<file path="src/inc/gst_pkg.sv">
// Contract
// - byte reads stay valid during asynchronous counting
// - gate source: gate pin or comparator two
// - run off stops; gate enable gates counting
// - polarity bit chooses active-high or active-low gate
// - rollover FFFF to 0000 sets overflow flag
// - request needs overflow, peripheral, global enables
// - sleep counting only in asynchronous external mode
// - overflow in sleep wakes when enabled
// - falling edge needed before first rising increment
// - prescale field divides by 1, 2, 4, 8
// - oscillator enable honoured only internal-oscillator mode
// - sync bypass bit selects unsynchronised external clock
// - clock source: external rising edges or fosc/4
// - run bit starts and stops counter
// - counter byte write clears prescale counter
package gst_pkg;
	// register byte offsets on the plain register port
	localparam logic [3:0] ADDR_CONTROL  = 4'h0;
	localparam logic [3:0] ADDR_COUNT_LO = 4'h1;
	localparam logic [3:0] ADDR_COUNT_HI = 4'h2;
	localparam logic [3:0] ADDR_GATE_SRC = 4'h3;
	localparam logic [3:0] ADDR_FLAGS    = 4'h4;
	localparam logic [3:0] ADDR_ENABLES  = 4'h5;
	localparam logic [3:0] ADDR_INTCTL   = 4'h6;
	// control register fields
	localparam int CTL_RUN      = 0;
	localparam int CTL_CLK_SRC  = 1;
	localparam int CTL_SYNC_BYP = 2;
	localparam int CTL_LP_OSC   = 3;
	localparam int CTL_PSC_LO   = 4;
	localparam int CTL_GATE_EN  = 6;
	localparam int CTL_GATE_POL = 7;
	// gate source register fields
	localparam int GSS_CMP_SYNC = 0;
	localparam int GSS_SOURCE   = 1;
	// flag, enable and interrupt control fields
	localparam int FLG_OVERFLOW = 0;
	localparam int ENA_OVERFLOW = 0;
	localparam int ICT_PERIPH   = 6;
	localparam int ICT_GLOBAL   = 7;
	// reset values
	localparam logic [7:0] RST_CONTROL  = 8'h00;
	localparam logic [7:0] RST_GATE_SRC = 8'h02;
	localparam logic [7:0] RST_ZERO     = 8'h00;
	// internal clock is oscillator divided by four
	localparam logic [1:0] INT_PHASE_LAST = 2'h3;
	localparam logic [15:0] COUNT_MAX = 16'hFFFF;
endpackage

</file>
<file path="src/rtl/gst_timer.sv">
`timescale 1ns/10ps
module gst_timer #(
	parameter int AW = 4,
	parameter int DW = 8
) (
	input  wire logic          clock,
	input  wire logic          rst_n,
	input  wire logic [AW-1:0] addr,
	input  wire logic [DW-1:0] wdata,
	input  wire logic          wr_en,
	input  wire logic          rd_en,
	output logic [DW-1:0]      rdata,
	input  wire logic          external_clock_pin,
	input  wire logic          gate_pin,
	input  wire logic          comparator_two_output,
	input  wire logic          internal_oscillator,
	input  wire logic          sleep_mode,
	output logic               lp_osc_enable,
	output logic               irq_req,
	output logic               wake_req
);
	// reset release chain
	logic            rst_m_r;
	logic            rst_s_r;
	// software registers
	logic [7:0]      ctl_r;           // timer_control
	logic [7:0]      gss_r;           // gate_source_select
	logic [15:0]     count_r;         // count_high_byte:count_low_byte
	logic            ovf_flag_r;      // overflow_flag
	logic            ovf_ie_r;        // overflow_irq_enable
	logic            periph_ie_r;     // peripheral_irq_enable
	logic            global_ie_r;     // global_irq_enable
	// clocking internals
	logic [1:0]      phase_r;         // fosc/4 divider
	logic [2:0]      pre_cnt_r;       // prescale counter
	logic            ext_s1_r;        // synchroniser stage one
	logic            ext_s2_r;        // synchroniser stage two
	logic            ext_prev_r;      // last sample of chosen clock
	logic            armed_r;         // falling edge seen
	// output registers
	logic [DW-1:0]   rdata_r;
	logic            irq_req_r;
	logic            wake_req_r;
	logic            lp_osc_r;
	// decoded control fields
	logic            run_bit;
	logic            clock_source_bit;
	logic            sync_bypass_bit;
	logic            gate_enable_bit;
	logic            gate_polarity_bit;
	logic [1:0]      prescale_field;
	logic            gate_source_bit;
	// datapath nets
	logic            ext_sel;
	logic            ext_rise;
	logic            ext_fall;
	logic            int_tick;
	logic            src_tick;
	logic            gate_raw;
	logic            gate_active;
	logic            count_en;
	logic            pre_tick;
	logic [2:0]      div_m1;
	logic            inc;
	logic            wr_lo;
	logic            wr_hi;
	logic            wr_cnt;
	logic            rst_int_n;

	// two flops release the reset
	always_ff @(posedge clock or negedge rst_n) begin
		if (!rst_n) begin
			rst_m_r <= 1'b0;
			rst_s_r <= 1'b0;
		end else begin
			rst_m_r <= 1'b1;
			rst_s_r <= rst_m_r;
		end
	end
	assign rst_int_n = rst_s_r;

	// field decode
	assign run_bit           = ctl_r[gst_pkg::CTL_RUN];
	assign clock_source_bit  = ctl_r[gst_pkg::CTL_CLK_SRC];
	assign sync_bypass_bit   = ctl_r[gst_pkg::CTL_SYNC_BYP];
	assign gate_enable_bit   = ctl_r[gst_pkg::CTL_GATE_EN];
	assign gate_polarity_bit = ctl_r[gst_pkg::CTL_GATE_POL];
	assign prescale_field    = ctl_r[gst_pkg::CTL_PSC_LO +: 2];
	assign gate_source_bit   = gss_r[gst_pkg::GSS_SOURCE];

	// byte write strobes for the counter
	assign wr_lo  = wr_en && (addr == gst_pkg::ADDR_COUNT_LO);
	assign wr_hi  = wr_en && (addr == gst_pkg::ADDR_COUNT_HI);
	assign wr_cnt = wr_lo || wr_hi;

	// fosc/4 phase counter, free running
	always_ff @(posedge clock or negedge rst_int_n) begin
		if (!rst_int_n) begin
			phase_r <= 2'h0;
		end else begin
			phase_r <= phase_r + 2'h1;
		end
	end
	assign int_tick = (phase_r == gst_pkg::INT_PHASE_LAST);

	// external clock synchroniser, stage one read only by stage two
	always_ff @(posedge clock or negedge rst_int_n) begin
		if (!rst_int_n) begin
			ext_s1_r <= 1'b0;
			ext_s2_r <= 1'b0;
		end else begin
			ext_s1_r <= external_clock_pin;
			ext_s2_r <= ext_s1_r;
		end
	end

	// pick raw pin or synchronised copy
	assign ext_sel = sync_bypass_bit ? external_clock_pin : ext_s2_r;

	// edge detector on the chosen clock
	always_ff @(posedge clock or negedge rst_int_n) begin
		if (!rst_int_n) begin
			ext_prev_r <= 1'b0;
		end else begin
			ext_prev_r <= ext_sel;
		end
	end
	assign ext_rise = ext_sel && !ext_prev_r;
	assign ext_fall = !ext_sel && ext_prev_r;

	// arm on a falling edge before any rising edge counts
	always_ff @(posedge clock or negedge rst_int_n) begin
		if (!rst_int_n) begin
			armed_r <= 1'b0;
		end else if (!run_bit || !clock_source_bit) begin
			armed_r <= 1'b0;
		end else if (ext_fall) begin
			armed_r <= 1'b1;
		end
	end

	// clock source selection
	assign src_tick = clock_source_bit ? (ext_rise && armed_r) : int_tick;

	// gate source and polarity
	assign gate_raw    = gate_source_bit ? gate_pin : comparator_two_output;
	assign gate_active = gate_polarity_bit ? gate_raw : !gate_raw;

	// run, gate and sleep qualify counting
	assign count_en = run_bit
		&& (!gate_enable_bit || gate_active)
		&& (!sleep_mode || (clock_source_bit && sync_bypass_bit));
	assign pre_tick = src_tick && count_en;

	// prescale terminal count
	always_comb begin
		case (prescale_field)
			2'h0:    div_m1 = 3'h0;
			2'h1:    div_m1 = 3'h1;
			2'h2:    div_m1 = 3'h3;
			2'h3:    div_m1 = 3'h7;
			default: div_m1 = 3'h0;
		endcase
	end
	assign inc = pre_tick && (pre_cnt_r >= div_m1);

	// prescale counter, cleared by counter writes
	always_ff @(posedge clock or negedge rst_int_n) begin
		if (!rst_int_n) begin
			pre_cnt_r <= 3'h0;
		end else if (wr_cnt) begin
			pre_cnt_r <= 3'h0;
		end else if (pre_tick) begin
			if (pre_cnt_r >= div_m1) begin
				pre_cnt_r <= 3'h0;
			end else begin
				pre_cnt_r <= pre_cnt_r + 3'h1;
			end
		end
	end

	// counter pair, byte writes take priority over increment
	always_ff @(posedge clock or negedge rst_int_n) begin
		if (!rst_int_n) begin
			count_r <= {gst_pkg::RST_ZERO, gst_pkg::RST_ZERO};
		end else if (wr_lo) begin
			count_r[7:0] <= wdata[7:0];
		end else if (wr_hi) begin
			count_r[15:8] <= wdata[7:0];
		end else if (inc) begin
			count_r <= count_r + 16'h0001;
		end
	end

	// control and gate source registers
	always_ff @(posedge clock or negedge rst_int_n) begin
		if (!rst_int_n) begin
			ctl_r <= gst_pkg::RST_CONTROL;
			gss_r <= gst_pkg::RST_GATE_SRC;
		end else if (wr_en) begin
			if (addr == gst_pkg::ADDR_CONTROL) begin
				ctl_r <= wdata[7:0];
			end
			if (addr == gst_pkg::ADDR_GATE_SRC) begin
				gss_r <= {6'h00, wdata[1:0]};
			end
		end
	end

	// overflow flag, hardware set beats software clear
	always_ff @(posedge clock or negedge rst_int_n) begin
		if (!rst_int_n) begin
			ovf_flag_r <= 1'b0;
		end else if (inc && (count_r == gst_pkg::COUNT_MAX) && !wr_cnt) begin
			ovf_flag_r <= 1'b1;
		end else if (wr_en && (addr == gst_pkg::ADDR_FLAGS)) begin
			ovf_flag_r <= wdata[gst_pkg::FLG_OVERFLOW];
		end
	end

	// interrupt enable bits
	always_ff @(posedge clock or negedge rst_int_n) begin
		if (!rst_int_n) begin
			ovf_ie_r    <= 1'b0;
			periph_ie_r <= 1'b0;
			global_ie_r <= 1'b0;
		end else if (wr_en) begin
			if (addr == gst_pkg::ADDR_ENABLES) begin
				ovf_ie_r <= wdata[gst_pkg::ENA_OVERFLOW];
			end
			if (addr == gst_pkg::ADDR_INTCTL) begin
				periph_ie_r <= wdata[gst_pkg::ICT_PERIPH];
				global_ie_r <= wdata[gst_pkg::ICT_GLOBAL];
			end
		end
	end

	// request, wake and oscillator outputs
	always_ff @(posedge clock or negedge rst_int_n) begin
		if (!rst_int_n) begin
			irq_req_r  <= 1'b0;
			wake_req_r <= 1'b0;
			lp_osc_r   <= 1'b0;
		end else begin
			irq_req_r  <= ovf_flag_r && ovf_ie_r && periph_ie_r && global_ie_r;
			wake_req_r <= sleep_mode && run_bit && ovf_flag_r && ovf_ie_r
				&& periph_ie_r;
			lp_osc_r   <= internal_oscillator && ctl_r[gst_pkg::CTL_LP_OSC];
		end
	end

	// read data one cycle after the strobe, zero otherwise
	always_ff @(posedge clock or negedge rst_int_n) begin
		if (!rst_int_n) begin
			rdata_r <= '0;
		end else if (rd_en) begin
			case (addr)
				gst_pkg::ADDR_CONTROL:  rdata_r <= ctl_r;
				gst_pkg::ADDR_COUNT_LO: rdata_r <= count_r[7:0];
				gst_pkg::ADDR_COUNT_HI: rdata_r <= count_r[15:8];
				gst_pkg::ADDR_GATE_SRC: rdata_r <= gss_r;
				gst_pkg::ADDR_FLAGS:    rdata_r <= {7'h00, ovf_flag_r};
				gst_pkg::ADDR_ENABLES:  rdata_r <= {7'h00, ovf_ie_r};
				gst_pkg::ADDR_INTCTL:   rdata_r <= {global_ie_r, periph_ie_r, 6'h00};
				default:                rdata_r <= '0;
			endcase
		end else begin
			rdata_r <= '0;
		end
	end

	assign rdata         = rdata_r;
	assign irq_req       = irq_req_r;
	assign wake_req      = wake_req_r;
	assign lp_osc_enable = lp_osc_r;
endmodule

</file>
<file path="config.mk">
export PLATFORM = sky130hd
export DESIGN_NAME = gst_timer
export DESIGN_NICKNAME = d
export VERILOG_FILES = /design/src/inc/gst_pkg.sv /design/src/rtl/gst_timer.sv
export SDC_FILE = /design/constraint.sdc
export NUM_CORES = 1
export LEC_CHECK = 0
export ABC_CLOCK_PERIOD_IN_PS = 4000
export BUFFER_PORTS_ARGS = -buffer_cell sky130_fd_sc_hd__buf_2
export CORE_MARGIN = 2
export CORE_UTILIZATION = 60
export CTS_BUF_LIST = sky130_fd_sc_hd__clkbuf_4
export DETAILED_ROUTE_END_ITERATION = 6
export GPL_ROUTABILITY_DRIVEN = 0
export HOLD_SLACK_MARGIN = 0.12
export PLACE_DENSITY = 0.82
export SYNTH_ARGS = -nofsm -noshare
export SYNTH_HDL_FRONTEND = slang
export SYNTH_SLANG_ARGS = --single-unit
</file>
<file path="constraint.sdc">
create_clock -name clock -period 4 [get_ports clock]
set_input_delay 0.4 -clock clock [delete_from_list [all_inputs] [get_ports clock]]
set_output_delay 0.4 -clock clock [all_outputs]
set_load 0.02 [all_outputs]
</file>
==> impl_metrics.tcl <==
set metrics [dict create \
    grt_overflow 0 \
    fin_ws_ns 1.575 \
    critPathRequiredTime_ns 4.27 \
    num_vias 2151 \
    path_clk_slew_ns 0.14 \
    cp_slowest_cell "dfrtp_1" \
    cts_setup_buffers 0 \
    synth_warnings 0 \
    cts_buffer_depth 2 \
    nFillCells 337 \
    max_stage_delay_ns 0.46 \
    grt_pass1_wl_microns 9798 \
    insertion_delay_ns 0.38 \
    hold_class "primary input to register" \
    yosys-top-cells-area "dfrtp_1 (46%), mux2_2 (6.5%), mux2i_1 (4.0%)" \
    io-pin-count 32 \
    synth.distinct_cells 56 \
    avgSynthCellArea_sq_um 10.76 \
    worstSetupPathType "register to register" \
    multi_input_area_sq_mm 0.001390 \
    antenna_found_initial 0 \
    outcome "completed" \
    htree_levels 2 \
    cp-end-kind "register" \
    synth-async-reset-ratio_pct 100.0 \
    hold_buffers 1 \
    fmax_ghz 0.4124 \
    maxCapViolations 0 \
    grt_max_degree 51 \
    holdWs_ns 0.2347 \
    reg2reg_from "ctl_r[4]$_DFFE_PN0P_" \
    yosys-top-cells-count "dfrtp_1 (51), nor2_1 (27), mux2_2 (16)" \
    maxSlewViolCount 0 \
    portBuffers 31 \
    ant_nets 0 \
    viasPerCell 6.308 \
    drive_gt1_share_pct 27.68 \
    wl_per_cell_microns 17.16 \
    yosysSeqAreaShare_pct 47.08 \
    ys.flop_type "dfrtp_1" \
    worstPathArrival_ns 2.69 \
    path_cells "or2_2 > ha_1 > nor2b_1 > o21ai_4 > nand4_4 > nor3_4 > o21ai_1 > a221o_1" \
    startpoint "ctl_r[4]$_DFFE_PN0P_" \
    synth_seq_cells 52 \
    post-route-drc-count 0 \
    rrSetupSlack_ns 1.58 \
    final_core_util_pct 68.81 \
    die_area_sq_mm 0.005170 \
    cts_tree "yes" \
    cts-buffers-inserted 5 \
    startpoint_type "register" \
    grtUsageTotal_pct 24.58 \
    wl_microns 5853 \
    row_count 24 \
    grt_pass1_vias 2040 \
    nets 315 \
    post-route-min-period_ns 2.425 \
    powerDensity_mw_per_mm2 448.8 \
    path_max_fanout 9 \
    synth_edf_count 0 \
    synthDominantAreaCellType "dfrtp_1" \
    yosys.area.top_type_share_pct 46.13 \
    worstHoldStart "internal_oscillator" \
    p_leak_nw 1.338 \
    finalClockSkew_ns 0.01467 \
    cts_root_buf "clkbuf_4" \
    seq_area_sq_mm 0.001304 \
    setup_viol 0 \
    irDropWorstVdd_mv 0.3382 \
    initial_core_util_pct 63.10 \
    finalHoldViolCount 0 \
    period_share_pct 60.62 \
    syn_inst 257 \
    cts_resized 0 \
    pre_cts_slack_ns 1.598 \
    first_pass_iters 4 \
    setup_tns_ns 0 \
    synth_nets 284 \
    cts_num_sinks 52 \
    rsz0062_at_grt "no" \
    worst_pin_slew_ns 1.058 \
    hpwlAfterDp_microns 4261 \
    drt_iter0_drc 246 \
    yosysMostFrequentCell "dfrtp_1" \
    area_delta_synth_final_pct 9.046 \
    core_sq_mm 0.004384 \
    maxSlewHeadroom_pct 29.47 \
    fp.dieH_microns 71.90 \
    synth_area_sq_mm 0.002766 \
    antennaDiodeCount 0 \
    die_w_microns 71.90 \
]
==> per-layer routing <==
| metal | track usage (%) | vias to the layer above | wire length (microns) |
|---|---|---|---|
| met2 | 38.79 | 75 | 2750 |
| met3 | 4.722 | 13 | 368 |
| met1 | 33.92 | 1038 | 2601 |
| met4 | 9.644 | 0 | 132 |
| li1 | - | 1025 | - |
| met5 | 0 | - | 0 |
==> stage by stage <==
step,instances,power (mW),cell area (sq um)
floorplan,257,1.015,2766
CTS,340,1.358,3007
detailed placement,331,1.125,2940
global route,341,1.435,3017
global placement,331,1.112,2940
finish,341,1.354,3017
==> layout make-up <==
class	instances	share of cell area, %
inverter	7	0.8710
tap	52	2.157
multi-input combinational	189	46.08
sequential	52	43.22
clock inverter	3	0.6221
timing repair buffer	33	5.807
clock buffer	5	1.244
==> cell usage in the layout (no fill, tap or decap), drive strengths merged <==
cell type,n
clkinv,3
dlygate4sd3,2
nor3,15
a211oi,10
nor4,2
o21ai,7
a31oi,3
o22a,3
dfrtp,51
or3b,1
nand4,3
o32ai,1
nand2b,3
conb,1
and2,3
o221a,1
inv,7
buf,31
nor3b,1
mux2,16
or3,1
o22ai,11
a31o,1
dfstp,1
mux2i,11
and3,7
nor2,28
a221o,2
mux4,1
nand3,6
nor4b,1
nor2b,5
a21oi,12
nand2,14
a311oi,7
or2,3
ha,6
nand3b,3
clkbuf,5
==> final timing paths <==
path / end / cells past startpoint
setup / recovery: count_r[7]$_DFFE_PN0P_ / 8
setup reg to reg: count_r[7]$_DFFE_PN0P_ / 8
hold / removal: lp_osc_enable$_DFF_PN0_ / 2
min in group asynchronous: rst_int_n$_DFF_PN0_ / 2
hold reg to reg: rst_int_n$_DFF_PN0_ / 0
max in group asynchronous: count_r[7]$_DFFE_PN0P_ / 0
==> power breakdown <==
group | switching, mW | leakage [nW] | internal (mW) | total, mW
registers | 0.140 | 0.655 | 0.626 | 0.766
clock network | 0.166 | 0.0349 | 0.0680 | 0.234
logic | 0.180 | 0.648 | 0.174 | 0.353
==> sequential cells by signal, indices dropped and copies added, names as in the netlist, 2 cells and up <==
| signal | flops |
|---|---|
| ctl_r | 8 |
| gss_r | 2 |
| pre_cnt_r | 3 |
| count_r | 16 |
| rdata | 8 |
| phase_r | 2 |
==> cell families (layout without fill, tap and decap cells) <==
group | count (synthesis) | after routing | synth area share (%)
other | 1 | 1 | 0.1356
multiplexers | 28 | 28 | 11.31
flip-flops | 52 | 52 | 47.08
AO/OA/AOI/OAI | 58 | 58 | 15.33
adder cells (fa/ha/maj) | 6 | 6 | 2.714
buffers and inverters | 16 | 48 | 2.668
AND/OR/NAND/NOR | 96 | 96 | 20.76
==> critical path, delay by kind of cell, from the launching register on <==
family,cells,cell delay [ns]
adders and majority gates,1,0.28
DFF,1,0.46
and+or+nand+nor,4,0.92
AOI/OAI and AO/OA,3,0.66
No activity file was read; power rests on OpenSTA's default activity.
